## src/iowd_defs.vh

```
// Constants for the I/O window decoder: register indexes, field positions, reset values.
// Assumes inclusion by iowd_top.v and the testbench, not by iowd_match.v; holds definitions only.
`ifndef IOWD_DEFS_VH
`define IOWD_DEFS_VH
// Register indexes; some are not multiples of four, so byte address is index times four.
`define IOWD_IDX_MAP_ENABLE   8'h06
`define IOWD_IDX_WIN_CTRL     8'h07
`define IOWD_IDX_W0_START_LO  8'h08
`define IOWD_IDX_W0_START_HI  8'h09
`define IOWD_IDX_W0_END_LO    8'h0A
`define IOWD_IDX_W0_END_HI    8'h0B
`define IOWD_IDX_W1_START_LO  8'h0C
`define IOWD_IDX_W1_START_HI  8'h0D
`define IOWD_IDX_W1_END_LO    8'h0E
`define IOWD_IDX_W1_END_HI    8'h0F
`define IOWD_IDX_W0_OFS_LO    8'h36
`define IOWD_IDX_W0_OFS_HI    8'h37
`define IOWD_IDX_W1_OFS_LO    8'h38
`define IOWD_IDX_W1_OFS_HI    8'h39
`define IOWD_IDX_ACCESS       8'h40
`define IOWD_IDX_STATUS       8'h41
// Control register fields.
`define IOWD_CTL_W0_SIZE      0
`define IOWD_CTL_W0_AUTO      1
`define IOWD_CTL_W0_TSEL      3
`define IOWD_CTL_W1_SIZE      4
`define IOWD_CTL_W1_AUTO      5
`define IOWD_CTL_W1_TSEL      7
// Mapping enable fields.
`define IOWD_EN_W0            6
`define IOWD_EN_W1            7
// Access register fields: address in 15:0, strobe bit 16, card width indicator bit 17.
`define IOWD_ACC_ADDR_HI      15
`define IOWD_ACC_GO           16
`define IOWD_ACC_IND          17
// Reset values.
`define IOWD_RST_BYTE         8'h00
`define IOWD_RST_WORD         16'h0000
`define IOWD_RST_DATA         32'h0000_0000
`define IOWD_ZERO_BIT         1'b0
`define IOWD_ONE_BIT          1'b1
`endif

```

## src/iowd_match.v

```verilog
// Window comparator: range check and card address forming for one I/O window.
// Assumes registered window settings and a 16-bit host I/O address.
`timescale 1ns/100ps
module iowd_match (
  input  wire        enable,
  input  wire [15:0] start_addr,
  input  wire [15:0] end_addr,
  input  wire [15:0] offset,
  input  wire [15:0] host_addr,
  output wire        hit,
  output wire [15:0] card_addr
);
  // A window claims the access only when enabled and start <= addr <= end.
  assign hit = enable && (host_addr >= start_addr) && (host_addr <= end_addr);
  // Offset sum wraps in 16 bits, as the card I/O space is 64K.
  assign card_addr = host_addr + offset;
endmodule

```

## src/iowd_top.v

```verilog
// I/O window decoder for one socket: APB register file, two window comparators, card cycle launch.
// Assumes a synchronous host access strobe and a card width indicator sampled with it.
//
// Added by the designer: the APB slave port.
`timescale 1ns/100ps
`include "iowd_defs.vh"
module iowd_top (
  input  wire        pclk,
  input  wire        presetn,
  input  wire        psel,
  input  wire        penable,
  input  wire        pwrite,
  input  wire [31:0] paddr,
  input  wire [31:0] pwdata,
  output reg  [31:0] prdata,
  output reg         pready,
  output reg         pslverr,
  input  wire        host_io_valid,
  input  wire [15:0] host_io_addr,
  input  wire        card_io_width_indicator_n,
  output reg         io_claim,
  output reg         card_cycle,
  output reg  [15:0] card_io_addr,
  output reg         card_width16,
  output reg         card_timing_set1,
  output reg         card_window1
);
  // Register file; one copy per socket instance.
  reg [7:0]  map_enable_reg;
  reg [7:0]  io_window_control_reg;
  reg [7:0]  io_window0_start_low_reg;
  reg [7:0]  io_window0_start_high_reg;
  reg [7:0]  io_window0_end_low_reg;
  reg [7:0]  io_window0_end_high_reg;
  reg [7:0]  io_window1_start_low_reg;
  reg [7:0]  io_window1_start_high_reg;
  reg [7:0]  io_window1_end_low_reg;
  reg [7:0]  io_window1_end_high_reg;
  reg [7:0]  w0_offset_low_reg;
  reg [7:0]  w0_offset_high_reg;
  reg [7:0]  w1_offset_low_reg;
  reg [7:0]  w1_offset_high_reg;
  reg [31:0] rdata_next;
  reg        mapped_next;
  // Software access path launch request and last result status.
  reg        sw_go_reg;
  reg [15:0] sw_addr_reg;
  reg        sw_ind_reg;
  reg [7:0]  status_reg;

  // Byte address to register index; valid only for aligned word addresses.
  function [7:0] reg_index;
    input [31:0] addr;
    begin
      reg_index = addr[9:2];
    end
  endfunction

  // Data path width choice shared by both windows.
  function pick_width16;
    input auto_size;
    input size_bit;
    input ind_n;
    begin
      pick_width16 = auto_size ? ~ind_n : size_bit;
    end
  endfunction

  wire        apb_setup = psel && !penable;
  wire        apb_write = psel && penable && pwrite && pready;
  wire [7:0]  idx       = reg_index(paddr);
  wire        aligned   = (paddr[1:0] == 2'h0) && (paddr[31:10] == 22'h000000);

  // Host side inputs: either a bus access or a software-launched one.
  wire        acc_valid = host_io_valid | sw_go_reg;
  wire [15:0] acc_addr  = host_io_valid ? host_io_addr : sw_addr_reg;
  wire        acc_ind_n = host_io_valid ? card_io_width_indicator_n : ~sw_ind_reg;

  // Full 16-bit start and end per window built from their byte pairs.
  wire [15:0] w0_start = {io_window0_start_high_reg, io_window0_start_low_reg};
  wire [15:0] w1_start = {io_window1_start_high_reg, io_window1_start_low_reg};
  wire [15:0] w0_end   = {io_window0_end_high_reg, io_window0_end_low_reg};
  wire [15:0] w1_end   = {io_window1_end_high_reg, io_window1_end_low_reg};
  wire [15:0] w0_ofs   = {w0_offset_high_reg, w0_offset_low_reg};
  wire [15:0] w1_ofs   = {w1_offset_high_reg, w1_offset_low_reg};
  wire        w0_hit;
  wire        w1_hit;
  wire [15:0] w0_card;
  wire [15:0] w1_card;

  iowd_match u_win0 (
    .enable     (map_enable_reg[`IOWD_EN_W0]),
    .start_addr (w0_start),
    .end_addr   (w0_end),
    .offset     (w0_ofs),
    .host_addr  (acc_addr),
    .hit        (w0_hit),
    .card_addr  (w0_card)
  );

  iowd_match u_win1 (
    .enable     (map_enable_reg[`IOWD_EN_W1]),
    .start_addr (w1_start),
    .end_addr   (w1_end),
    .offset     (w1_ofs),
    .host_addr  (acc_addr),
    .hit        (w1_hit),
    .card_addr  (w1_card)
  );

  // Per-window width and timing; window 0 wins if software overlaps the two.
  wire w0_w16 = pick_width16(io_window_control_reg[`IOWD_CTL_W0_AUTO],
                             io_window_control_reg[`IOWD_CTL_W0_SIZE], acc_ind_n);
  wire w1_w16 = pick_width16(io_window_control_reg[`IOWD_CTL_W1_AUTO],
                             io_window_control_reg[`IOWD_CTL_W1_SIZE], acc_ind_n);
  wire w0_ts1 = io_window_control_reg[`IOWD_CTL_W0_TSEL];
  wire w1_ts1 = io_window_control_reg[`IOWD_CTL_W1_TSEL];
  wire any_hit = acc_valid && (w0_hit || w1_hit);

  // Card cycle launch; a miss leaves the access unclaimed and the card idle.
  always @(posedge pclk or negedge presetn) begin
    if (!presetn) begin
      io_claim         <= `IOWD_ZERO_BIT;
      card_cycle       <= `IOWD_ZERO_BIT;
      card_io_addr     <= `IOWD_RST_WORD;
      card_width16     <= `IOWD_ZERO_BIT;
      card_timing_set1 <= `IOWD_ZERO_BIT;
      card_window1     <= `IOWD_ZERO_BIT;
      status_reg       <= `IOWD_RST_BYTE;
    end else begin
      io_claim   <= any_hit;
      card_cycle <= any_hit;
      if (any_hit) begin
        card_io_addr     <= w0_hit ? w0_card : w1_card;
        card_width16     <= w0_hit ? w0_w16 : w1_w16;
        card_timing_set1 <= w0_hit ? w0_ts1 : w1_ts1;
        card_window1     <= !w0_hit;
      end
      // Status records the last decode: bit0 claimed, bit1 window 1, bit2 width 16, bit3 timing set 1.
      if (acc_valid) begin
        status_reg <= {4'h0, (w0_hit ? w0_ts1 : w1_ts1), (w0_hit ? w0_w16 : w1_w16),
                       (!w0_hit && w1_hit), any_hit};
      end
    end
  end

  // Read decode; unmapped addresses read zero; unmapped or misaligned addresses raise pslverr.
  always @* begin
    rdata_next  = `IOWD_RST_DATA;
    mapped_next = aligned;
    case (idx)
      `IOWD_IDX_MAP_ENABLE:  rdata_next[7:0] = map_enable_reg;
      `IOWD_IDX_WIN_CTRL:    rdata_next[7:0] = io_window_control_reg;
      `IOWD_IDX_W0_START_LO: rdata_next[7:0] = io_window0_start_low_reg;
      `IOWD_IDX_W0_START_HI: rdata_next[7:0] = io_window0_start_high_reg;
      `IOWD_IDX_W0_END_LO:   rdata_next[7:0] = io_window0_end_low_reg;
      `IOWD_IDX_W0_END_HI:   rdata_next[7:0] = io_window0_end_high_reg;
      `IOWD_IDX_W1_START_LO: rdata_next[7:0] = io_window1_start_low_reg;
      `IOWD_IDX_W1_START_HI: rdata_next[7:0] = io_window1_start_high_reg;
      `IOWD_IDX_W1_END_LO:   rdata_next[7:0] = io_window1_end_low_reg;
      `IOWD_IDX_W1_END_HI:   rdata_next[7:0] = io_window1_end_high_reg;
      `IOWD_IDX_W0_OFS_LO:   rdata_next[7:0] = w0_offset_low_reg;
      `IOWD_IDX_W0_OFS_HI:   rdata_next[7:0] = w0_offset_high_reg;
      `IOWD_IDX_W1_OFS_LO:   rdata_next[7:0] = w1_offset_low_reg;
      `IOWD_IDX_W1_OFS_HI:   rdata_next[7:0] = w1_offset_high_reg;
      `IOWD_IDX_ACCESS:      rdata_next[17:0] = {sw_ind_reg, sw_go_reg, sw_addr_reg};
      `IOWD_IDX_STATUS:      rdata_next[7:0] = status_reg;
      default:               mapped_next = `IOWD_ZERO_BIT;
    endcase
  end

  // APB slave: ready one cycle after setup, so every transfer takes two cycles.
  always @(posedge pclk or negedge presetn) begin
    if (!presetn) begin
      pready  <= `IOWD_ZERO_BIT;
      pslverr <= `IOWD_ZERO_BIT;
      prdata  <= `IOWD_RST_DATA;
    end else begin
      pready  <= apb_setup;
      pslverr <= apb_setup && !mapped_next;
      if (apb_setup && !pwrite) begin
        prdata <= rdata_next;
      end
    end
  end

  // Register writes; all fields clear at reset; offset bit 0 stays zero and the launch bit self-clears.
  always @(posedge pclk or negedge presetn) begin
    if (!presetn) begin
      map_enable_reg            <= `IOWD_RST_BYTE;
      io_window_control_reg     <= `IOWD_RST_BYTE;
      io_window0_start_low_reg  <= `IOWD_RST_BYTE;
      io_window0_start_high_reg <= `IOWD_RST_BYTE;
      io_window0_end_low_reg    <= `IOWD_RST_BYTE;
      io_window0_end_high_reg   <= `IOWD_RST_BYTE;
      io_window1_start_low_reg  <= `IOWD_RST_BYTE;
      io_window1_start_high_reg <= `IOWD_RST_BYTE;
      io_window1_end_low_reg    <= `IOWD_RST_BYTE;
      io_window1_end_high_reg   <= `IOWD_RST_BYTE;
      w0_offset_low_reg         <= `IOWD_RST_BYTE;
      w0_offset_high_reg        <= `IOWD_RST_BYTE;
      w1_offset_low_reg         <= `IOWD_RST_BYTE;
      w1_offset_high_reg        <= `IOWD_RST_BYTE;
      sw_go_reg                 <= `IOWD_ZERO_BIT;
      sw_addr_reg               <= `IOWD_RST_WORD;
      sw_ind_reg                <= `IOWD_ZERO_BIT;
    end else begin
      // The launch strobe lasts one cycle; a host bus access in that cycle takes precedence.
      sw_go_reg <= `IOWD_ZERO_BIT;
      if (apb_write && aligned) begin
        case (idx)
          `IOWD_IDX_MAP_ENABLE:  map_enable_reg            <= pwdata[7:0];
          `IOWD_IDX_WIN_CTRL:    io_window_control_reg     <= pwdata[7:0];
          `IOWD_IDX_W0_START_LO: io_window0_start_low_reg  <= pwdata[7:0];
          `IOWD_IDX_W0_START_HI: io_window0_start_high_reg <= pwdata[7:0];
          `IOWD_IDX_W0_END_LO:   io_window0_end_low_reg    <= pwdata[7:0];
          `IOWD_IDX_W0_END_HI:   io_window0_end_high_reg   <= pwdata[7:0];
          `IOWD_IDX_W1_START_LO: io_window1_start_low_reg  <= pwdata[7:0];
          `IOWD_IDX_W1_START_HI: io_window1_start_high_reg <= pwdata[7:0];
          `IOWD_IDX_W1_END_LO:   io_window1_end_low_reg    <= pwdata[7:0];
          `IOWD_IDX_W1_END_HI:   io_window1_end_high_reg   <= pwdata[7:0];
          // Offset bit 0 must stay zero so card addresses keep host byte parity.
          `IOWD_IDX_W0_OFS_LO:   w0_offset_low_reg         <= {pwdata[7:1], `IOWD_ZERO_BIT};
          `IOWD_IDX_W0_OFS_HI:   w0_offset_high_reg        <= pwdata[7:0];
          `IOWD_IDX_W1_OFS_LO:   w1_offset_low_reg         <= {pwdata[7:1], `IOWD_ZERO_BIT};
          `IOWD_IDX_W1_OFS_HI:   w1_offset_high_reg        <= pwdata[7:0];
          `IOWD_IDX_ACCESS: begin
            sw_addr_reg <= pwdata[`IOWD_ACC_ADDR_HI:0];
            sw_go_reg   <= pwdata[`IOWD_ACC_GO];
            sw_ind_reg  <= pwdata[`IOWD_ACC_IND];
          end
          default: sw_go_reg <= `IOWD_ZERO_BIT;
        endcase
      end
    end
  end
endmodule

```

## config.mk

```make
export PLATFORM = sky130hd
export DESIGN_NAME = iowd_top
export DESIGN_NICKNAME = d
export VERILOG_FILES = /design/src/iowd_match.v /design/src/iowd_top.v
export VERILOG_INCLUDE_DIRS = /design/src
export SDC_FILE = /design/constraint.sdc
export NUM_CORES = 1
export LEC_CHECK = 0
export BUFFER_PORTS_ARGS = -buffer_cell sky130_fd_sc_hd__clkbuf_2
export CORE_MARGIN = 5
export CORE_UTILIZATION = 55
export CTS_CLUSTER_DIAMETER = 60
export CTS_CLUSTER_SIZE = 20
export DETAILED_ROUTE_END_ITERATION = 6
export PLACE_DENSITY = 0.77
export SYNTH_ARGS = -nofsm -noshare
export SYNTH_HDL_FRONTEND = slang
export SYNTH_SLANG_ARGS = --single-unit
```

## constraint.sdc

```tcl
create_clock -name pclk -period 6.45 [get_ports pclk]
set_input_delay 1.29 -clock pclk [delete_from_list [all_inputs] [get_ports pclk]]
set_output_delay 1.29 -clock pclk [all_outputs]
set_load 0.1 [all_outputs]
```

Yosys cells after proc, flatten, opt, wreduce, memory -nomap -nowiden
Index checks and enable logic that the tools add are counted.
Word-level totals
  flip-flop bits (word level): 172
  output and inout bits: 55
  word-level logic and storage cells: 100
Operators by class
  add/subtract/negate cells: 2
  $lt $le $gt $ge: 4
  eq/ne operators: 16
  multiplexer cells: 12
  bitwise operators: 3
  reductions and logical operators: 37
Operators with widths (count)
  $pmux 8 s16: 1
  $eq 8x4->1 const B: 8
  $add 16x16->16: 2
  $eq 8x6->1 const B: 4
  $ge 16x16->1: 2
  $le 16x16->1: 2
  $mux 16: 2
  $reduce_and 2->1: 15
  $logic_not 22->1: 1
  $eq 8x3->1 const B: 2
  $eq 8x7->1 const B: 2
  $reduce_or 16->1: 1
  $logic_and 1x1->1: 14
  $mux 10: 1
  $mux 1: 8
  $logic_not 1->1: 4
  $logic_not 2->1: 1
  $not 1->1: 2
  $logic_or 1x1->1: 1
  $or 1x1->1: 1

Logic depth before layout (Yosys ltp)
  depth after elaboration: 6
  mapped depth: 23
  depth with buffers taken out: 21

By module
Synthesis repeated with hierarchy kept, for this count alone.
Unflattened totals
  cell total of the unflattened synthesis: 1067
  area total of the unflattened synthesis: 11392.2 µm²
By module, submodules not included
  iowd_top: times used 1, cells each 678, area an instance 8435.6 µm², sequential area each 4304.1 µm²
  iowd_match (u_win0): times used 1, cells each 195, area an instance 1481.4 µm², sequential area each 0.0 µm²
  iowd_match (u_win1): times used 1, cells each 194, area an instance 1475.2 µm², sequential area each 0.0 µm²

Worst setup path before layout
Ideal clock, no wire load.
  path kind: input-to-reg
  start point: in host_io_valid
  end point: reg card_io_addr[14]
  arrival time: 6203 ps
  required time: 6322 ps
  slack: 119 ps
  cell stages on the path: 22
  cells stage by stage: clkbuf_1 clkbuf_1 mux2_2 ha_1 a21oi_2 nand2_1 a211o_1 a2111o_1 a221o_2 buf_2 clkbuf_1 nand2_1 nand2_1 ha_1 nor3_1 nor2_1 nand2_1 o21ai_1 o41ai_1 nor3_1 a311o_1 mux2_1
Between the ends
  cells in the longest elaborated chain, start to end: 6
  elaborated cells on any way between the ends: 15
  those cells by class: add/sub (2); order compare (4); mux (2); bitwise (1); reduce/logical (6)
Ends and longest elaborated chain
  start: declaration: line iowd_top.v:18  | input wire host_io_valid,
  $mux 16: line iowd_top.v:76  | wire [15:0] acc_addr = host_io_valid ? host_io_addr : sw_addr_reg;
  $ge 16x16->1: line iowd_match.v:14  | assign hit = enable && (host_addr >= start_addr) && (host_addr <= end_addr);
  $logic_and 1x1->1 (2 in a row): line iowd_match.v:14
  $logic_or 1x1->1: line iowd_top.v:118  | wire any_hit = acc_valid && (w0_hit || w1_hit);
  $logic_and 1x1->1: line iowd_top.v:118
  end signal: assignment: line iowd_top.v:125  | card_io_addr <= `IOWD_RST_WORD;
  end signal: assignment: line iowd_top.v:134  | card_io_addr <= w0_hit ? w0_card : w1_card;
  end: declaration: line iowd_top.v:23  | output reg [15:0] card_io_addr,
Several ways; a longest one is shown, not always the timed one.
A chain may end at the register's enable or synchronous reset.

Final worst setup path
  start point: in host_io_valid
  end point: reg card_io_addr[15]
The elaborated chain is that of the path after synthesis.

==> impl_metrics.py <==
metrics = {
    "run_status": {
        "status": "finished, final reports clean",
    },
    "worst_setup_path": {
        "cp-end-kind": "register",
        "r2r-start": "sw_addr_reg[15]",
        "path_class": "primary input to register",
        "worstPathMaxFanout": 10,
        "worstPathRequired_ps": 6770,
        "critical_path_arrival_ps": 6420,
        "cp-start-kind": "primary input",
        "cp-startpoint": "host_io_valid",
    },
    "synth": {
        "synth_edf_count": 0,
        "syn-mean-instance-area_um2": 9.85,
        "yosys_warnings": 0,
        "syn-cell-area_um2": 9970,
        "ys_async_sr_fraction_pct": 100,
        "synth.distinct_cells": 62,
        "netlist_instances": 1012,
        "ys_seq_area_share_pct": 43.2,
        "synth-seq-cells": 172,
        "synthFlopType": "dfrtp_1",
    },
    "placement": {
        "hpwl_mm": 22.0,
        "numPortBuffers": 113,
        "place_congestion": 0.937,
    },
    "floorplanning": {
        "rows": 49,
        "fp.dieW_um": 145,
        "die_y_um": 145,
        "ios": 142,
        "initial_utilization_pct": 55.7,
        "design.core.area_um2": 17900,
        "die_area_um2": 20900,
    },
    "final_layout": {
        "multiInputGateArea_um2": 5170,
        "nets": 1293,
        "diodes": 0,
        "fillers": 1447,
        "area_growth_pct": 14.1,
        "final_cell_mix": "dfrtp_1 (172), nand2_1 (161), clkbuf_2 (112)",
        "final_layout_size_suffix_gt1_share_pct": 23.9,
        "mostFrequentLayoutCell": "dfrtp_1",
        "largest_register_ff_count": 18,
        "seq_area_um2": 4300,
        "final_core_util_pct": 63.5,
    },
    "route": {
        "drt_wl_total_mm": 30.1,
        "first_pass_iters": 6,
        "avgRoutedWirePerCell_um": 22.0,
        "via_per_inst": 6.21,
        "antenna_left": 0,
        "dr.first_iter.drc_count": 1054,
        "route.detailed.drc": 0,
        "vias": 8508,
    },
    "clock_tree": {
        "post_cts_resized": 0,
        "clkSinkCount": 172,
        "cts_htree_levels": 4,
        "clkSlewWorstSetupHoldPaths_ps": 70,
        "post-cts-setup-buffer-count": 0,
        "clk_latency_ps": 450,
        "clock_tree.buffer_depth": 2,
        "cts_root_buffer": "clkbuf_16",
        "cts_hold_buf": 0,
        "cts_tree": "built",
        "cts_made_buffers": 17,
    },
    "timing": {
        "drv_slew": 0,
        "tightestPinTransition_ps": 1140,
        "hold-worst-slack_ps": 469,
        "rsz0062_at_grt": "false",
        "fin_skew_ps": 11.8,
        "fin_crit_sh_pct": 94.5,
        "hold_viol": 0,
        "maxSlewHeadroom_pct": 23.3,
        "fmax_mhz": 164,
        "tns_ps": 0,
        "period_needed_ps": 6100,
        "finalSetupViolations": 0,
    },
    "power": {
        "swShare_pct": 29.1,
        "p_per_area_nw_per_um2": 211,
        "p_seq_share_pct": 45.4,
        "p_leak_nw": 5.95,
        "power_switching_mw": 0.697,
        "p_int_mw": 1.70,
        "power.ir.vdd_worst_mv": 0.256,
        "comb_power_share_pct": 10.4,
        "clkPwrFrac_pct": 44.2,
    },
    "flow_run": {
        "cap_violations": 0,
    },
    "global_route": {
        "grtUsageTotal_pct": 29.1,
        "grt_overflow_total": 0,
        "grt_pass1_wl_mm": 45.9,
        "antenna_found_initial": 0,
        "grt_max_degree": 77,
        "first_global_vias": 8268,
    },
    "min_path": {
        "hp-class": "register to register",
        "holdCritStartpoint": "prdata[12]",
    },
}
synthesized netlist by cell type (all sizes together) (2+ instances only):
master	count	area [um2]
dfrtp	172	4300
nand2	161	604
mux2	95	1070
o21ai	88	440
ha	78	976
inv	70	265
nor2	47	176
a21oi	28	148
clkbuf	27	101
nor3	27	195
buf	26	179
a22oi	22	165
nand3	21	105
a222oi	13	130
nand4	12	75.1
xnor2	11	96.3
a21o	10	75.1
nor4	10	77.6
a221oi	9	78.8
o21a	9	75.1
nand2b	8	50.1
a31oi	7	43.8
and3	7	43.8
mux2i	7	70.1
nor2b	6	37.5
a211oi	4	35.0
a22o	4	35.0
and4	4	35.0
a221o	3	31.3
o211ai	3	22.5
a21boi	2	15.0
mux4	2	45.0
o22a	2	17.5
o41ai	2	17.5
routing by layer:
metal  up-vias  part of all wire, %  global-route usage, %
met4         0                  3.8                   10.7
met2       502                   44                   44.1
met5         -                    0                      0
met3        88                   11                   7.28
met1      4101                   41                   40.6
li1       3817                    -                      -
worst paths after layout:
kind                                endpoint  slack [ps]  cells after the start
setup / recovery            card_io_addr[15]         350                     22
hold / removal                    prdata[12]         470                      2
setup reg to reg            card_io_addr[15]        1360                     20
hold reg to reg                   prdata[12]         470                      2
max in group asynchronous          prdata[1]        4450                      2
min in group asynchronous  map_enable_reg[4]         870                      1
final cells by class:
class | count | area share, %
tap | 229 | 2.52
clock inverter | 15 | 1.54
timing repair buffer | 136 | 6.55
inverter | 70 | 2.33
multi-input combinational | 730 | 45.5
clock buffer | 17 | 3.74
sequential | 172 | 37.8
kinds of logic after synthesis:
| kind of cell | Yosys count | share of synthesized area [%] |
|---|---|---|
| AOI/OAI and AO/OA | 214 | 14.1 |
| muxes | 104 | 11.9 |
| xor gates and xnor gates | 12 | 1.05 |
| other | 1 | 0.0376 |
| and+or+nand+nor | 307 | 14.3 |
| adders and majority gates | 79 | 9.99 |
| buffers and inverters | 123 | 5.47 |
| DFF | 172 | 43.2 |
metrics by stage:
| stage | cell area (um2) | setup slack [ps] | std cells | total power, mW |
|---|---|---|---|---|
| 2_1_floorplan | 10000 | 119 | 1025 | 1.27 |
| 3_3_place_gp | 10800 | 106 | 1337 | 1.35 |
| 3_5_place_dp | 10800 | 14.2 | 1337 | 1.36 |
| 4_1_cts | 11400 | 487 | 1369 | 2.40 |
| 5_1_grt | 11400 | 122 | 1369 | 2.47 |
| 6_report | 11400 | 352 | 1369 | 2.40 |
worst max-delay path, stage by stage:
cell	delay, ps
clkbuf_2	260
buf_4	260
mux2_2	450
ha_1	330
nand4_1	250
nor4_1	480
o21ai_0	130
a221o_2	440
nand2_1	100
nand2_1	60
ha_1	200
fa_1	410
a21oi_1	270
nor2_1	90
o21a_1	200
o41ai_1	240
buf_4	190
o2111ai_1	120
o211ai_1	150
o21ai_0	170
xnor2_1	200
mux2i_1	100
power by group through the flow:
stage	clock network, mW	logic (mW)	registers, mW
after detailed placement	0	0.245	1.11
after CTS	1.06	0.247	1.09
after floorplan	0	0.111	1.16
final	1.06	0.248	1.09
after global placement	0	0.242	1.11
after global routing	1.11	0.264	1.09
(Power assumes the default switching activity.)
